==> config.mk <==
export PLATFORM = sky130hd
export DESIGN_NAME = fwg_guard
export DESIGN_NICKNAME = d
export VERILOG_FILES = /design/src/verilog/fwg_pkg.sv /design/src/verilog/fwg_irq_if.sv /design/src/verilog/fwg_guard.sv /design/src/verilog/fwg_irq_defer.sv /design/src/verilog/fwg_sense_oneshot.sv
export SDC_FILE = /design/constraint.sdc
export NUM_CORES = 1
export LEC_CHECK = 0
export BUFFER_PORTS_ARGS = -buffer_cell sky130_fd_sc_hd__buf_2
export CAP_MARGIN = 10
export CORE_UTILIZATION = 45
export CTS_CLUSTER_DIAMETER = 40
export DETAILED_ROUTE_END_ITERATION = 6
export PLACE_DENSITY_LB_ADDON = 0.3
export SETUP_SLACK_MARGIN = 0.05
export SLEW_MARGIN = 10
export SYNTH_ARGS = -nofsm -noshare
export SYNTH_HDL_FRONTEND = slang
export SYNTH_SLANG_ARGS = --single-unit
==> constraint.sdc <==
create_clock -name clk_in -period 2.13 [get_ports clk_in]
set_clock_uncertainty 0.2 [all_clocks]
set_input_delay 0.1065 -clock clk_in [delete_from_list [all_inputs] [get_ports clk_in]]
set_output_delay 0.1065 -clock clk_in [all_outputs]
set_load 0.05 [all_outputs]
==> src/verilog/fwg_pkg.sv <==
/*
 * Shared constants for the flash write guard: register offsets, field
 * positions, reset values, key bytes and timing counts.
 * Assumes a 40 MHz clock and a byte-wide flash of 8 kB.
 */
package fwg_pkg;
  localparam int CLK_MHZ = 40;
  localparam logic [7:0] OFS_PROG_CTL = 8'h00;
  localparam logic [7:0] OFS_TIMING_CTL = 8'h04;
  localparam logic [7:0] OFS_KEY = 8'h08;
  localparam logic [7:0] OFS_RST_SRC = 8'h0c;
  localparam logic [7:0] OFS_MON_CTL = 8'h10;
  localparam logic [7:0] OFS_INT_STAT = 8'h14;
  localparam logic [7:0] OFS_INT_MASK = 8'h18;
  localparam int BIT_WR_EN = 0;
  localparam int BIT_ER_EN = 1;
  localparam int BIT_BYPASS = 6;
  localparam int BIT_POR_FLAG = 1;
  localparam int BIT_FERR_FLAG = 6;
  localparam int BIT_MON_RST_EN = 7;
  localparam int BIT_MON_EN = 0;
  localparam int EV_OP_DONE = 0;
  localparam int EV_KEY_LOCK = 1;
  localparam int EV_FLASH_ERR = 2;
  localparam int NUM_EV = 3;
  localparam int NUM_IRQ = 8;
  localparam int ADDR_W = 13;
  localparam int ROW_LSB = 6;
  localparam int PAGE_LSB = 9;
  localparam logic [7:0] KEY_FIRST = 8'ha5;
  localparam logic [7:0] KEY_SECOND = 8'hf1;
  localparam logic [7:0] ERASED_BYTE = 8'hff;
  localparam logic [NUM_EV-1:0] INT_MASK_RST = 3'h0;
  localparam int OP_TIME_US = 20;
  localparam int OP_CYCLES = OP_TIME_US * CLK_MHZ;
  localparam int SENSE_NS = 20;
  localparam int SENSE_CYCLES_RAW = (SENSE_NS * CLK_MHZ + 999) / 1000;
  localparam int SENSE_CYCLES = (SENSE_CYCLES_RAW < 1) ? 1 : SENSE_CYCLES_RAW;
  localparam int WAKE_MAX_CYCLES = 3;
  typedef enum logic [1:0] {KEY_IDLE, KEY_HALF, KEY_ARMED, KEY_LOCKED}
    fwg_key_e;
endpackage

==> src/verilog/fwg_irq_if.sv <==
/*
 * Bundle between the guard top and its interrupt deferral unit.
 * Assumes both ends share one clock.
 */
interface fwg_irq_if;
  import fwg_pkg::*;
  logic [NUM_IRQ-1:0] raw;
  logic [NUM_IRQ-1:0] ack;
  logic global_en;
  logic flash_busy;
  logic [NUM_IRQ-1:0] grant;
  logic any_pending;
  modport ctl (output raw, output ack, output global_en, output flash_busy,
    input grant, input any_pending);
  modport defer (input raw, input ack, input global_en, input flash_busy,
    output grant, output any_pending);
endinterface

==> src/verilog/fwg_guard.sv <==
/*
 * Flash write guard with read-power control: APB register file, key
 * lock, supply-monitor gate with flash error reset, flash operation
 * timing, interrupt deferral, idle wake and sense-amp one-shot.
 * Assumes the core's ports are on clk_in and nrst_in is power-on reset.
 */
module fwg_guard import fwg_pkg::*; #(
  parameter int OP_COUNT = OP_CYCLES
) (
  input wire logic clk_in,
  input wire logic nrst_in,
  input wire logic psel_in,
  input wire logic penable_in,
  input wire logic pwrite_in,
  input wire logic [7:0] paddr_in,
  input wire logic [31:0] pwdata_in,
  output logic [31:0] prdata_out,
  output logic pready_out,
  output logic pslverr_out,
  input wire logic fw_wr_in,
  input wire logic [ADDR_W-1:0] fw_addr_in,
  input wire logic [7:0] fw_data_in,
  input wire logic fetch_in,
  input wire logic [ADDR_W-1:0] fetch_addr_in,
  input wire logic [NUM_IRQ-1:0] irq_req_in,
  input wire logic [NUM_IRQ-1:0] irq_ack_in,
  input wire logic irq_enable_in,
  input wire logic idle_req_in,
  output logic [NUM_IRQ-1:0] irq_grant_out,
  output logic core_run_out,
  output logic core_stall_out,
  output logic xram_wr_out,
  output logic [ADDR_W-1:0] xram_addr_out,
  output logic [7:0] xram_data_out,
  output logic flash_wr_out,
  output logic flash_erase_out,
  output logic [ADDR_W-1:0] flash_addr_out,
  output logic [7:0] flash_data_out,
  output logic sense_en_out,
  output logic row_change_out,
  output logic err_reset_out,
  output logic irq_out
);
  fwg_key_e key_state;
  logic flash_write_enable;
  logic flash_erase_enable;
  logic bypass;
  logic mon_en;
  logic mon_rst_en;
  logic power_on_reset_flag;
  logic flash_error_flag;
  logic [NUM_EV-1:0] int_stat;
  logic [NUM_EV-1:0] int_mask;
  logic op_busy;
  logic [15:0] op_count;
  logic idle;
  logic [ADDR_W-ROW_LSB-1:0] last_row;
  logic row_valid;
  logic err_pend;

  fwg_irq_if irq_bus ();

  // Bus decode
  wire logic apb_access = psel_in && penable_in && !pready_out;
  wire logic apb_wr = psel_in && penable_in && pready_out && pwrite_in;
  wire logic sel_prog = paddr_in == OFS_PROG_CTL;
  wire logic sel_timing = paddr_in == OFS_TIMING_CTL;
  wire logic sel_key = paddr_in == OFS_KEY;
  wire logic sel_rst = paddr_in == OFS_RST_SRC;
  wire logic sel_mon = paddr_in == OFS_MON_CTL;
  wire logic sel_stat = paddr_in == OFS_INT_STAT;
  wire logic sel_mask = paddr_in == OFS_INT_MASK;
  wire logic mapped = sel_prog || sel_timing || sel_key || sel_rst ||
    sel_mon || sel_stat || sel_mask;
  wire logic key_wr = apb_wr && sel_key;
  wire logic [7:0] key_byte = pwdata_in[7:0];

  // Read data mux; fields placed by position so the map lives in one place
  logic [31:0] rd_prog;
  logic [31:0] rd_timing;
  logic [31:0] rd_rst;
  logic [31:0] rd_mon;
  always_comb begin
    rd_prog = 32'h0;
    rd_prog[BIT_WR_EN] = flash_write_enable;
    rd_prog[BIT_ER_EN] = flash_erase_enable;
    rd_timing = 32'h0;
    rd_timing[BIT_BYPASS] = bypass;
    rd_rst = 32'h0;
    rd_rst[BIT_POR_FLAG] = power_on_reset_flag;
    rd_rst[BIT_FERR_FLAG] = flash_error_flag;
    rd_rst[BIT_MON_RST_EN] = mon_rst_en;
    rd_mon = 32'h0;
    rd_mon[BIT_MON_EN] = mon_en;
  end
  wire logic [31:0] rd_key = {30'h0, 2'(key_state)};
  wire logic [31:0] rd_stat = {29'h0, int_stat};
  wire logic [31:0] rd_mask = {29'h0, int_mask};
  wire logic [31:0] next_prdata =
    sel_prog ? rd_prog :
    sel_timing ? rd_timing :
    sel_key ? rd_key :
    sel_rst ? rd_rst :
    sel_mon ? rd_mon :
    sel_stat ? rd_stat :
    sel_mask ? rd_mask : 32'h0;

  // Core write steering
  // Core writes during a flash operation are dropped
  wire logic fw_accept = fw_wr_in && !op_busy && !err_pend;
  wire logic to_flash = fw_accept && flash_write_enable;
  wire logic to_xram = fw_accept && !flash_write_enable;
  wire logic supply_ok = mon_en && mon_rst_en;
  wire logic guard_trip = to_flash && !supply_ok;
  wire logic key_ok = key_state == KEY_ARMED;
  wire logic op_start = to_flash && supply_ok && key_ok;
  wire logic op_refused = to_flash && supply_ok && !key_ok;
  wire logic is_erase = flash_erase_enable;
  wire logic [ADDR_W-1:0] page_base =
    {fw_addr_in[ADDR_W-1:PAGE_LSB], PAGE_LSB'(0)};
  wire logic op_done = op_busy && op_count == 16'h0000;
  wire logic key_bad = key_wr && (key_state == KEY_ARMED ||
    (key_state == KEY_IDLE && key_byte != KEY_FIRST) ||
    (key_state == KEY_HALF && key_byte != KEY_SECOND));
  wire logic to_lock = key_bad || op_refused;

  // Row tracking for read current
  wire logic [ADDR_W-ROW_LSB-1:0] fetch_row = fetch_addr_in[ADDR_W-1:ROW_LSB];
  wire logic row_cross = fetch_in && row_valid && fetch_row != last_row;

  // Interrupt events
  wire logic [NUM_EV-1:0] ev;
  assign ev[EV_OP_DONE] = op_done;
  assign ev[EV_KEY_LOCK] = to_lock;
  assign ev[EV_FLASH_ERR] = guard_trip;
  wire logic [NUM_EV-1:0] stat_clr =
    (apb_wr && sel_stat) ? pwdata_in[NUM_EV-1:0] : '0;
  // Set wins over a same-cycle write-one clear
  wire logic [NUM_EV-1:0] next_int_stat = ev | (int_stat & ~stat_clr);

  // Idle and wake
  // Latched requests wake too, so a short pulse is not lost
  wire logic wake = |irq_req_in || irq_bus.any_pending;
  wire logic next_idle = (idle || idle_req_in) && !wake;

  assign irq_bus.raw = irq_req_in;
  assign irq_bus.ack = irq_ack_in;
  assign irq_bus.global_en = irq_enable_in;
  assign irq_bus.flash_busy = op_busy;

  fwg_irq_defer u_defer (
    .clk_in(clk_in),
    .nrst_in(nrst_in),
    .bus(irq_bus.defer)
  );

  // Device-reset shares the one-shot reset with power-on
  wire logic dev_nrst = nrst_in && !err_pend;
  wire logic sense_q;

  fwg_sense_oneshot u_sense (
    .clk_in(clk_in),
    .nrst_in(dev_nrst),
    .access_in(fetch_in),
    .bypass_in(bypass),
    .sense_en_out(sense_q)
  );
  assign sense_en_out = sense_q;

  // Bus slave
  always_ff @(posedge clk_in) begin
    if (!nrst_in) begin
      pready_out <= 1'b0;
      pslverr_out <= 1'b0;
      prdata_out <= 32'h0;
    end else begin
      // One wait state keeps pready registered
      pready_out <= apb_access;
      pslverr_out <= apb_access && !mapped;
      if (apb_access)
        prdata_out <= next_prdata;
    end
  end

  // Power-on reset only: monitor enables and cause flags
  always_ff @(posedge clk_in) begin
    if (!nrst_in) begin
      mon_en <= 1'b1;
      mon_rst_en <= 1'b1;
      power_on_reset_flag <= 1'b1;
      flash_error_flag <= 1'b0;
    end else begin
      if (apb_wr && sel_mon)
        mon_en <= pwdata_in[BIT_MON_EN];
      // Direct write only; no read-modify-write path here
      if (apb_wr && sel_rst)
        mon_rst_en <= pwdata_in[BIT_POR_FLAG];
      if (err_pend) begin
        power_on_reset_flag <= 1'b0;
        flash_error_flag <= 1'b1;
      end
    end
  end

  // Device state cleared by any device reset
  always_ff @(posedge clk_in) begin
    if (!dev_nrst) begin
      flash_write_enable <= 1'b0;
      flash_erase_enable <= 1'b0;
      bypass <= 1'b0;
    end else begin
      if (apb_wr && sel_prog) begin
        flash_write_enable <= pwdata_in[BIT_WR_EN];
        flash_erase_enable <= pwdata_in[BIT_ER_EN];
      end
      if (apb_wr && sel_timing)
        bypass <= pwdata_in[BIT_BYPASS];
    end
  end

  // Key sequence; lock holds until a device reset
  always_ff @(posedge clk_in) begin
    if (!dev_nrst) begin
      key_state <= KEY_IDLE;
    end else begin
      unique case (key_state)
        KEY_IDLE: begin
          if (key_wr)
            key_state <= key_bad ? KEY_LOCKED : KEY_HALF;
          else if (op_refused)
            key_state <= KEY_LOCKED;
        end
        KEY_HALF: begin
          if (key_wr)
            key_state <= key_bad ? KEY_LOCKED : KEY_ARMED;
          else if (op_refused)
            key_state <= KEY_LOCKED;
        end
        KEY_ARMED: begin
          if (key_wr)
            key_state <= KEY_LOCKED;
          else if (op_done)
            key_state <= KEY_IDLE;
        end
        KEY_LOCKED: key_state <= KEY_LOCKED;
      endcase
    end
  end

  // Flash operation timing and error reset request
  always_ff @(posedge clk_in) begin
    if (!dev_nrst) begin
      op_busy <= 1'b0;
      op_count <= 16'h0000;
    end else if (op_start) begin
      op_busy <= 1'b1;
      op_count <= 16'(OP_COUNT - 1);
    end else if (op_done) begin
      op_busy <= 1'b0;
    end else if (op_busy) begin
      op_count <= op_count - 16'h0001;
    end
  end

  // Device reset follows the trip by a cycle; the write never lands
  always_ff @(posedge clk_in) begin
    if (!nrst_in)
      err_pend <= 1'b0;
    else
      err_pend <= guard_trip;
  end

  // Core-facing outputs
  always_ff @(posedge clk_in) begin
    if (!dev_nrst) begin
      xram_wr_out <= 1'b0;
      xram_addr_out <= '0;
      xram_data_out <= 8'h00;
      flash_wr_out <= 1'b0;
      flash_erase_out <= 1'b0;
      flash_addr_out <= '0;
      flash_data_out <= 8'h00;
      core_stall_out <= 1'b0;
    end else begin
      xram_wr_out <= to_xram;
      if (to_xram) begin
        xram_addr_out <= fw_addr_in;
        xram_data_out <= fw_data_in;
      end
      flash_wr_out <= op_start && !is_erase;
      flash_erase_out <= op_start && is_erase;
      if (op_start) begin
        flash_addr_out <= is_erase ? page_base : fw_addr_in;
        flash_data_out <= is_erase ? ERASED_BYTE : fw_data_in;
      end
      core_stall_out <= op_start || (op_busy && !op_done);
    end
  end

  // Error reset pulse, idle, rows, interrupts
  always_ff @(posedge clk_in) begin
    if (!nrst_in) begin
      err_reset_out <= 1'b0;
      idle <= 1'b0;
      core_run_out <= 1'b1;
      last_row <= '0;
      row_valid <= 1'b0;
      row_change_out <= 1'b0;
      int_stat <= '0;
      int_mask <= INT_MASK_RST;
      irq_out <= 1'b0;
      irq_grant_out <= '0;
    end else begin
      err_reset_out <= guard_trip;
      idle <= next_idle;
      core_run_out <= !next_idle;
      if (fetch_in) begin
        last_row <= fetch_row;
        row_valid <= 1'b1;
      end
      row_change_out <= row_cross;
      int_stat <= next_int_stat;
      if (apb_wr && sel_mask)
        int_mask <= pwdata_in[NUM_EV-1:0];
      irq_out <= |(next_int_stat & int_mask);
      irq_grant_out <= irq_bus.grant;
    end
  end
endmodule // fwg_guard

==> src/verilog/fwg_irq_defer.sv <==
/*
 * Interrupt deferral: latches requests, withholds grants while flash
 * is busy or interrupts are off, then grants the lowest index first.
 * Assumes the core acknowledges a grant with a one-cycle ack.
 */
module fwg_irq_defer import fwg_pkg::*; (
  input wire logic clk_in,
  input wire logic nrst_in,
  fwg_irq_if.defer bus
);
  logic [NUM_IRQ-1:0] pending;
  logic [NUM_IRQ-1:0] grant;
  wire logic [NUM_IRQ-1:0] lowest = pending & (~pending + 8'h01);
  wire logic may_grant = bus.global_en && !bus.flash_busy;
  assign bus.grant = grant;
  assign bus.any_pending = |pending;
  always_ff @(posedge clk_in) begin
    if (!nrst_in) begin
      pending <= '0;
      grant <= '0;
    end else begin
      // New request beats a same-cycle ack
      pending <= bus.raw | (pending & ~bus.ack);
      grant <= may_grant ? lowest : '0;
    end
  end
endmodule // fwg_irq_defer

==> src/verilog/fwg_sense_oneshot.sv <==
/*
 * Sense-amplifier enable timer: a short pulse per flash access, or the
 * whole access when bypassed.
 * Assumes access and bypass come from logic on the same clock.
 */
module fwg_sense_oneshot import fwg_pkg::*; (
  input wire logic clk_in,
  input wire logic nrst_in,
  input wire logic access_in,
  input wire logic bypass_in,
  output logic sense_en_out
);
  logic [7:0] count;
  logic access_d;
  wire logic start = access_in && !access_d;
  wire logic shot_live = count != 8'h00;
  always_ff @(posedge clk_in) begin
    if (!nrst_in) begin
      count <= 8'h00;
      access_d <= 1'b0;
      sense_en_out <= 1'b0;
    end else begin
      access_d <= access_in;
      // Count restarts on every new access
      if (start)
        count <= 8'(SENSE_CYCLES - 1);
      else if (shot_live)
        count <= count - 8'h01;
      if (bypass_in)
        sense_en_out <= access_in;
      else
        sense_en_out <= start || (access_in && shot_live);
    end
  end
endmodule // fwg_sense_oneshot
After elaboration in Yosys (flattened, before gate mapping)
Cells that the tools add are included.

word-level totals
  bits in registers = 159
  latch bits = 0
  bits in writable memories = 0
  ROM bits = 0
  input port bits = 99
  word-level logic and storage cells = 163
  memories kept = 0

cells by class
  $add $sub $neg = 3
  multiply operators = 0
  div/mod/pow operators = 0
  magnitude comparators = 0
  equal/unequal tests = 14
  shift operators = 0
  mux-type cells = 24
  bitwise gates (word level) = 11
  reduce and logical (&&, ||, !) cells = 74

operator list
  cell                                                                  number
  8-bit two-way mux                                                     5
  1-bit logical AND                                                     35
  10-bit two-way mux                                                    3
  8-bit by 5-bit == test with 1-bit output, second input constant       3
  8-bit AND                                                             2
  8-bit by 4-bit == test with 1-bit output, second input constant       2
  16-bit zero test                                                      1
  8-bit inequality test, second input constant                          2
  8-bit inverter                                                        2
  8-bit OR reduction                                                    2
  16-bit by 1-bit subtractor with 16-bit output, second input constant  1
  1-bit logical OR                                                      13
  1-bit zero test                                                       12
  2-bit two-way mux                                                     6
  3-bit two-way mux                                                     4
  9-bit two-way mux                                                     1
  8-bit by 1-bit adder with 8-bit output, second input constant         1
  8-bit by 3-bit == test with 1-bit output, second input constant       1
  8-bit zero test                                                       1
  8-bit bitwise OR                                                      1
  2-bit case mux with 4 select lines                                    1
  8-bit nonzero test                                                    1
  8-bit by 1-bit subtractor with 8-bit output, second input constant    1
  7-bit inequality test                                                 1
  14 further kinds                                                      24

Logic depth before layout (Yosys ltp)
Gate-level depths: netlist of run 1.

  word-level depth = 10
  mapped depth = 7
  gate-level depth less buffers = 7

By module
A second synthesis of run 1 with hierarchy kept.

second synthesis, totals
  cell total of the unflattened synthesis = 609
  area, all modules = 5495.3 um^2

by module, submodules not included
  module             instances  cells each  area an instance (um^2)
  fwg_guard          1          509         4469.3
  fwg_irq_defer      1          50          555.5
  fwg_sense_oneshot  1          50          470.5

Worst setup path before layout of run 1
Ideal clock, no wire load.

  kind = register to register
  start = register op_count[7]
  end = register key_state[1]
  library setup time = 115 ps
  arrival time = 1826 ps
  required time = 1815 ps
  path slack = -11 ps
  stages on the path, launching flop included = 6
  buffers on the path = 1
  clock period less this slack = 2141 ps
  cells stage by stage = dfxtp_1 -> or4_1 -> buf_2 -> or3_1 -> o32a_1 -> o21a_1

on the way
  longest elaborated chain between the ends = 3

ends and longest elaborated chain
  element                                                     RTL line          source
  start: declaration                                          fwg_guard.sv:55   logic [15:0] op_count;
  start signal: assignment                                    fwg_guard.sv:257  op_count <= 16'(OP_COUNT - 1);
  start signal: assignment                                    fwg_guard.sv:261  op_count <= op_count - 16'h0001;
  16-bit zero test                                            fwg_guard.sv:121  wire logic op_done = op_busy && op_count == 16'h0000;
  1-bit logical AND                                           fwg_guard.sv:121
  3-bit by 2-bit inequality test with 1-bit output (no line)  --
  end signal: assignment                                      fwg_guard.sv:229  key_state <= key_bad ? KEY_LOCKED : KEY_HALF;
  end signal: assignment                                      fwg_guard.sv:235  key_state <= key_bad ? KEY_LOCKED : KEY_ARMED;
  end: declaration                                            fwg_guard.sv:44   fwg_key_e key_state;

No other way between the ends.
A chain may end at the register's enable or synchronous reset.

Final worst setup path of run 1
Same ends and word-level chain as after synthesis.

==> results.json, run 1 <==
{
  "post_synth_num_cell_types": 56,
  "power-per-cell-area_nw_per_um2": 902.6,
  "hold_path.class": "in -> reg",
  "hold_ws_ns": 0.03226,
  "worst-r2r-cell-count": 4,
  "ys_seq_area_frac": 0.4938,
  "cts_tree": "done",
  "gr-total-overflow": 0,
  "setup_slack_ns": 0.07289,
  "r2r-end": "key_state[1]",
  "avgViaCountPerCell": 5.158,
  "starting_density_of_the_core": 0.4647,
  "power.leakage_nw": 3.394,
  "die-width_um": 111.1,
  "critPathKind": "reg -> reg",
  "status": "finished, violations left",
  "grt_max_degree": 31,
  "drt_iter0_markers": 376,
  "grt_usage": 0.2373,
  "maximum_fanout_along_the_worst_path": 8,
  "timing.critical_path.from_type": "register",
  "detail_route.wl_per_cell_um": 14.94,
  "maxSlewHeadroom": 0.5923,
  "grt_pass1_vias": 4873,
  "cp_data_required_time_ns": 2.23,
  "cap_viol_max_count": 0,
  "detailroute.via_count": 5019,
  "clk_root_buffer_cell": "clkbuf_16",
  "critical_path_arrival_ns": 2.16,
  "synth.cell_area_um2": 5351,
  "fp.dieArea_um2": 12330,
  "post_route_cells_drive_above_1_share": 0.2675,
  "timing.final.hold_violations": 0,
  "violations": "DRC",
  "rows": 39,
  "fin_crit_sh": 0.9658,
  "holdPathStages": 5,
  "synth.avg_cell_area_um2": 9.024,
  "final-max-slew-violation-count": 0,
  "rsz0062_at_grt": "yes",
  "antenna_found_initial": 0,
  "clock_buffer_count_from_cts": 17,
  "most_used_dff_post_synth": "dfxtp_1",
  "placement.setup.worst_slack_ns": -0.07116,
  "clock_path_buffers": 2,
  "drc": 22,
  "worstReg2RegStart": "op_count[7]",
  "period_minus_slack_ns": 2.057,
  "ir_drop_worst_case_vdd_v": 0.0005100,
  "netlist_instances": 593,
  "coreArea_um2": 11520,
  "layout.core_utilization": 0.6576,
  "postSynth.asyncResetShare": 0,
  "hpwl_after_dpl_um": 9438,
  "reg2reg_slack_ns": 0.07,
  "timing.critical_path.to_type": "register",
  "final_net_count": 919,
  "numPortBuffers": 134,
  "power.total_w": 0.006836,
  "routed_wl_um": 14540,
  "ant_nets": 0,
  "fmax_mhz": 486.1,
  "postSynthRegisterBits": 132,
  "cts_num_sinks": 132,
  "die_height_um": 111.1,
  "ys_top_cells_by_area": "dfxtp_1 49%, nand2_1 5.2%, buf_4 3.8%, a21oi_1 3.5%, nor2_1 3.3%",
  "cts.htree.levels": 4,
  "yosys_warnings": 0,
  "insertion_delay_ns": 0.41,
  "ios": 192,
  "number_of_enable_flip_flop_cells_after_synthesis": 0,
  "area.growth.synth_to_final_pct": 41.52,
  "synth_area_leader_cell": "dfxtp_1",
  "first_pass_grt_wire_length_um": 23500,
  "gpl.final_weighted_congestion": 0.8750,
  "dr.pass1.iters": 7,
  "path_clk_slew_ns": 0.05,
  "synth_top_area_share": 0.4938,
  "layout.cell_area.non_filler_um2": 7574,
  "placedInstanceArea_um2": 6218,
  "min-delay-start": "pwdata_in[4]",
  "holdPathEnd": "int_stat[1]",
  "antenna-diode-count": 0,
  "worst_pin_slew_ns": 0.6093,
  "timing.final.setup_violations": 0
}
[logic make-up (layout without fill, tap and decap cells)]
kind of cell / count (synthesis) / count (layout) / synth area share
DFF: 132 / 132 / 0.4938
adders and majority gates: 3 / 3 / 0.007015
and+or+nand+nor: 255 / 255 / 0.2469
other: 1 / 27 / 0.0007008
AOI/OAI and AO/OA: 102 / 102 / 0.1235
muxes: 17 / 17 / 0.03203
buffers and inverters: 63 / 274 / 0.06336
xor gates and xnor gates: 20 / 20 / 0.03273
[synth_stat cells (7+ instances only)]
cell type	instances
and3_1	7
and2_1	14
buf_4	27
clkbuf_1	26
nand3_1	15
nor3_1	25
dfxtp_1	132
a22o_1	12
nor2b_1	23
xor2_1	9
nand2b_1	8
mux2i_1	16
xnor2_1	11
nor2_1	47
a21oi_1	37
nand2_1	74
o21a_1	12
o21ai_0	9
[power breakdown]
part           leakage (nW)  internal (W)  total (W)  switching [W]
Sequential             1.08       0.00260    0.00270       0.000103
Clock                 0.298       0.00193    0.00300        0.00107
Combinational          2.02      0.000436    0.00113       0.000692
Total                  3.39       0.00497    0.00684        0.00187
[worst max-delay path by stage]
| stage | start | endpoint |
|---|---|---|
| 2_1_floorplan | op_count[7] | key_state[1] |
| 3_3_place_gp | paddr_in[1] | irq_out |
| 3_5_place_dp | op_count[10] | key_state[1] |
| 4_1_cts | op_count[11] | key_state[1] |
| 5_1_grt | op_count[2] | op_count[14] |
| 6_report | op_count[7] | key_state[1] |
[routing by layer]
layer  wire length (um)  vias to the layer above  track usage
met5                  0                        -            0
met1               6127                     2376       0.2923
met4                332                        0      0.08468
met2               7422                      164       0.4105
met3                659                       31      0.04811
li1                   -                     2448            -
[sequential cells by signal, summed over array words and instances (netlist names), 2 cells and up]
| name | count |
|---|---|
| xram_data_out | 8 |
| irq_grant_out | 8 |
| xram_addr_out | 13 |
| prdata_out | 5 |
| flash_data_out | 8 |
| u_defer.bus.grant | 8 |
| last_row | 7 |
| flash_addr_out | 13 |
| int_mask | 3 |
| op_count | 16 |
| u_sense.count | 8 |
| key_state | 2 |
| u_defer.pending | 8 |
| int_stat | 3 |
[layout make-up]
type / instances / area (um2)
repair buffers: 233 / 1574
flip-flops and latches: 132 / 2644
multi-input cells: 424 / 2522
fillers: 894 / 3943
clock buffers: 20 / 466.7
well taps: 143 / 178.9
inverters: 9 / 33.78
clock inverters: 12 / 153.9
[cell usage in the layout, fill, tap and decap left out, drive strengths merged, types with 4 or more instances in the layout]
cell           n
xnor2         11
nor3          29
mux2i         16
clkinv         7
nor2b         23
clkbuf        20
inv            8
buf          169
nor4           7
nor4b          5
and2          14
a21oi         37
a22o          12
or4            4
a31oi          4
or3            5
conb          27
and3           7
nand4          6
o21ai         15
dfxtp        132
xor2           9
dlygate4sd3   64
nand3         15
nor2          48
nand2b         8
o21a          12
nand2         74
[worst max-delay path, stage by stage, from the launching register on]
cell     delay (ns)
dfxtp_2        0.31
or4_4          0.58
or3_4          0.40
o32a_1         0.29
o21a_1         0.16
[metrics by stage]
step,setup TNS (ns),std cells
after global placement,-0.09509,871
final,0,973
after global routing,-0.06699,973
after CTS,0,967
after detailed placement,-0.3710,871
after floorplan,0,619
[what timing repair did]
action / CTS / global route
hold endpoints to repair: 83 / 0
setup endpoints to repair: 18 / 22
hold buffers: 64 / 0
pin swaps: 0 / 11
buffers inserted: 0 / 6
resized for setup: 4 / 7
Note: power is estimated with default switching activity, not from simulation.
==> run 2, diff against run 1 <==
- CORE_UTILIZATION: 45 -> 46
- CTS_BUF_LIST: default -> sky130_fd_sc_hd__clkbuf_8
==> run 2 against run 1 <==
  * The flow now finishes without violations
  * Routed wire length fell by 4.5%
  * Critical path depth unchanged
  * Die area decreased by 2.1%
==> results.json, run 2 (same netlist as run 1, synthesis figures left out) <==
{
  "timing.final.setup_violations": 0,
  "insertion_delay_ns": 0.44,
  "ir_drop_worst_case_vdd_v": 0.0005203,
  "area.sequential_um2": 2644,
  "critical_path_arrival_ns": 2.23,
  "antenna_found_initial": 0,
  "ant_nets": 0,
  "antenna-diode-count": 0,
  "clock_buffer_count_from_cts": 17,
  "slowest_delay_ns": 0.58,
  "area.growth.synth_to_final_pct": 39.21,
  "timing.final.hold_violations": 0,
  "grtUsageMet2": 0.4031,
  "crit_path_cell_trace": "or4_4 > or3_4 > o32a_1 > o21a_1",
  "dr.pass1.iters": 6,
  "critPathKind": "reg -> reg",
  "grt_util_met3": 0.05098,
  "fin_crit_sh": 0.9797,
  "fin_cells": 975,
  "fillCellCount": 930,
  "period_minus_slack_ns": 2.087,
  "timing.critical_path.from_type": "register",
  "die-width_um": 109.9,
  "post_route_cells_drive_above_1_share": 0.2680,
  "maximum_fanout_along_the_worst_path": 6,
  "cap_viol_max_count": 0,
  "drc": 0,
  "die_height_um": 109.9,
  "final_net_count": 921,
  "multi_input_area_um2": 2551,
  "hpwl_after_dpl_um": 9342,
  "power.leakage_nw": 3.334,
  "biggestRegsByFlops": "op_count: 16 flops, flash_addr_out: 13 flops, xram_addr_out: 13 flops",
  "power.total_w": 0.006094,
  "fmax_mhz": 479.2,
  "numPortBuffers": 134,
  "gpl.final_weighted_congestion": 0.8581,
  "rows": 39,
  "cpMaxStageDelayCell": "or4_4",
  "layout_common_cells": "134 x buf_2, 131 x dfxtp_1, 74 x nand2_1",
  "largest_reg_flops": 16,
  "global_route.peak_usage_layer": "met2",
  "status": "finished clean",
  "rsz0062_at_grt": "yes",
  "grt_usage": 0.2335,
  "routed_wl_um": 13880,
  "gr-total-overflow": 0,
  "clk_root_buffer_cell": "clkbuf_8",
  "reg2reg_slack_ns": 0.04,
  "grt_max_degree": 32,
  "layout.cells.most_common": "buf_2",
  "hold_ws_ns": 0.03982,
  "largest-register": "op_count",
  "dpl.cell_count": 871,
  "cts.htree.levels": 4,
  "first_pass_grt_wire_length_um": 21630,
  "layout.core_utilization": 0.6552,
  "drt_iter0_markers": 271,
  "fp.dieArea_um2": 12070,
  "cts_num_sinks": 132,
  "path_clk_slew_ns": 0.07,
  "ios": 192,
  "power-per-cell-area_nw_per_um2": 818.0,
  "hold_path.class": "in -> reg",
  "cp_top_family": "simple AND/OR/NAND/NOR gates",
  "use_met1": 0.2784,
  "cp_data_required_time_ns": 2.27,
  "worst-path-buf-inv": 0,
  "starting_density_of_the_core": 0.4707,
  "timing.critical_path.to_type": "register",
  "detail_route.wl_per_cell_um": 14.24,
  "grt_pass1_vias": 4658,
  "final-max-slew-violation-count": 0,
  "detailroute.via_count": 4960,
  "clock_path_buffers": 2,
  "cts_tree": "done",
  "coreArea_um2": 11370,
  "avgViaCountPerCell": 5.087
}
[run 2: cell types whose count changed in the layout (fill, tap and decap cells not counted), moves of 3 or more]
cell           previous run  this run
clkbuf_8                  3        23
dlygate4sd3_1            64        69
buf_4                    35        32
clkbuf_16                17         0
clkinv_4                  3         0
[run 2: repair_timing]
item                       CTS  global route
setup buffers                1             2
hold buffers                69             0
setup endpoints to repair   24            12
hold endpoints to repair    94             0
gates resized for setup      5            12
pin swaps                    1             8
[run 2: tightest hold or removal path, delay by kind of cell]
kind                   cells  cell delay (ns)
AO/OA/AOI/OAI              1             0.08
buffers and inverters      1             0.08
AND/OR/NAND/NOR            3             0.37
[run 2: layer usage]
metal	up-vias	share of wire
met3	22	0.051
met1	2322	0.42
met5	-	0
met2	161	0.51
li1	2455	-
met4	0	0.016
[run 2: area by class of cell]
cell class / count / area share
clock buffer: 23 / 0.04249
clock inverter: 9 / 0.01663
inverter: 9 / 0.004535
multi-input combinational: 424 / 0.3425
sequential: 132 / 0.3549
tap: 143 / 0.02402
timing repair buffer: 235 / 0.2150
[run 2: path summary, 6_finish.rpt]
check                        from                to  cells past startpoint
min reg2reg  u_defer.bus.grant[7]  irq_grant_out[7]                      1
max                  op_count[10]      key_state[1]                      4
min                   paddr_in[7]     prdata_out[2]                      5
max reg2reg          op_count[10]      key_state[1]                      4
[run 2: report_power, final]
part | internal, W | total (W) | switching, W
registers | 0.00260 | 0.00269 | 0.0000953
clock network | 0.00134 | 0.00228 | 0.000945
logic | 0.000445 | 0.00112 | 0.000675
[run 2: stage by stage]
stage	cell area [um2]	setup slack [ns]	TNS, ns
after floorplan	5456	0.03404	0
after global placement	6218	-0.06216	-0.2566
after detailed placement	6218	-0.1303	-0.6919
after CTS	7381	0.05463	0
after global routing	7450	-0.02326	-0.03781
final	7450	0.04316	0
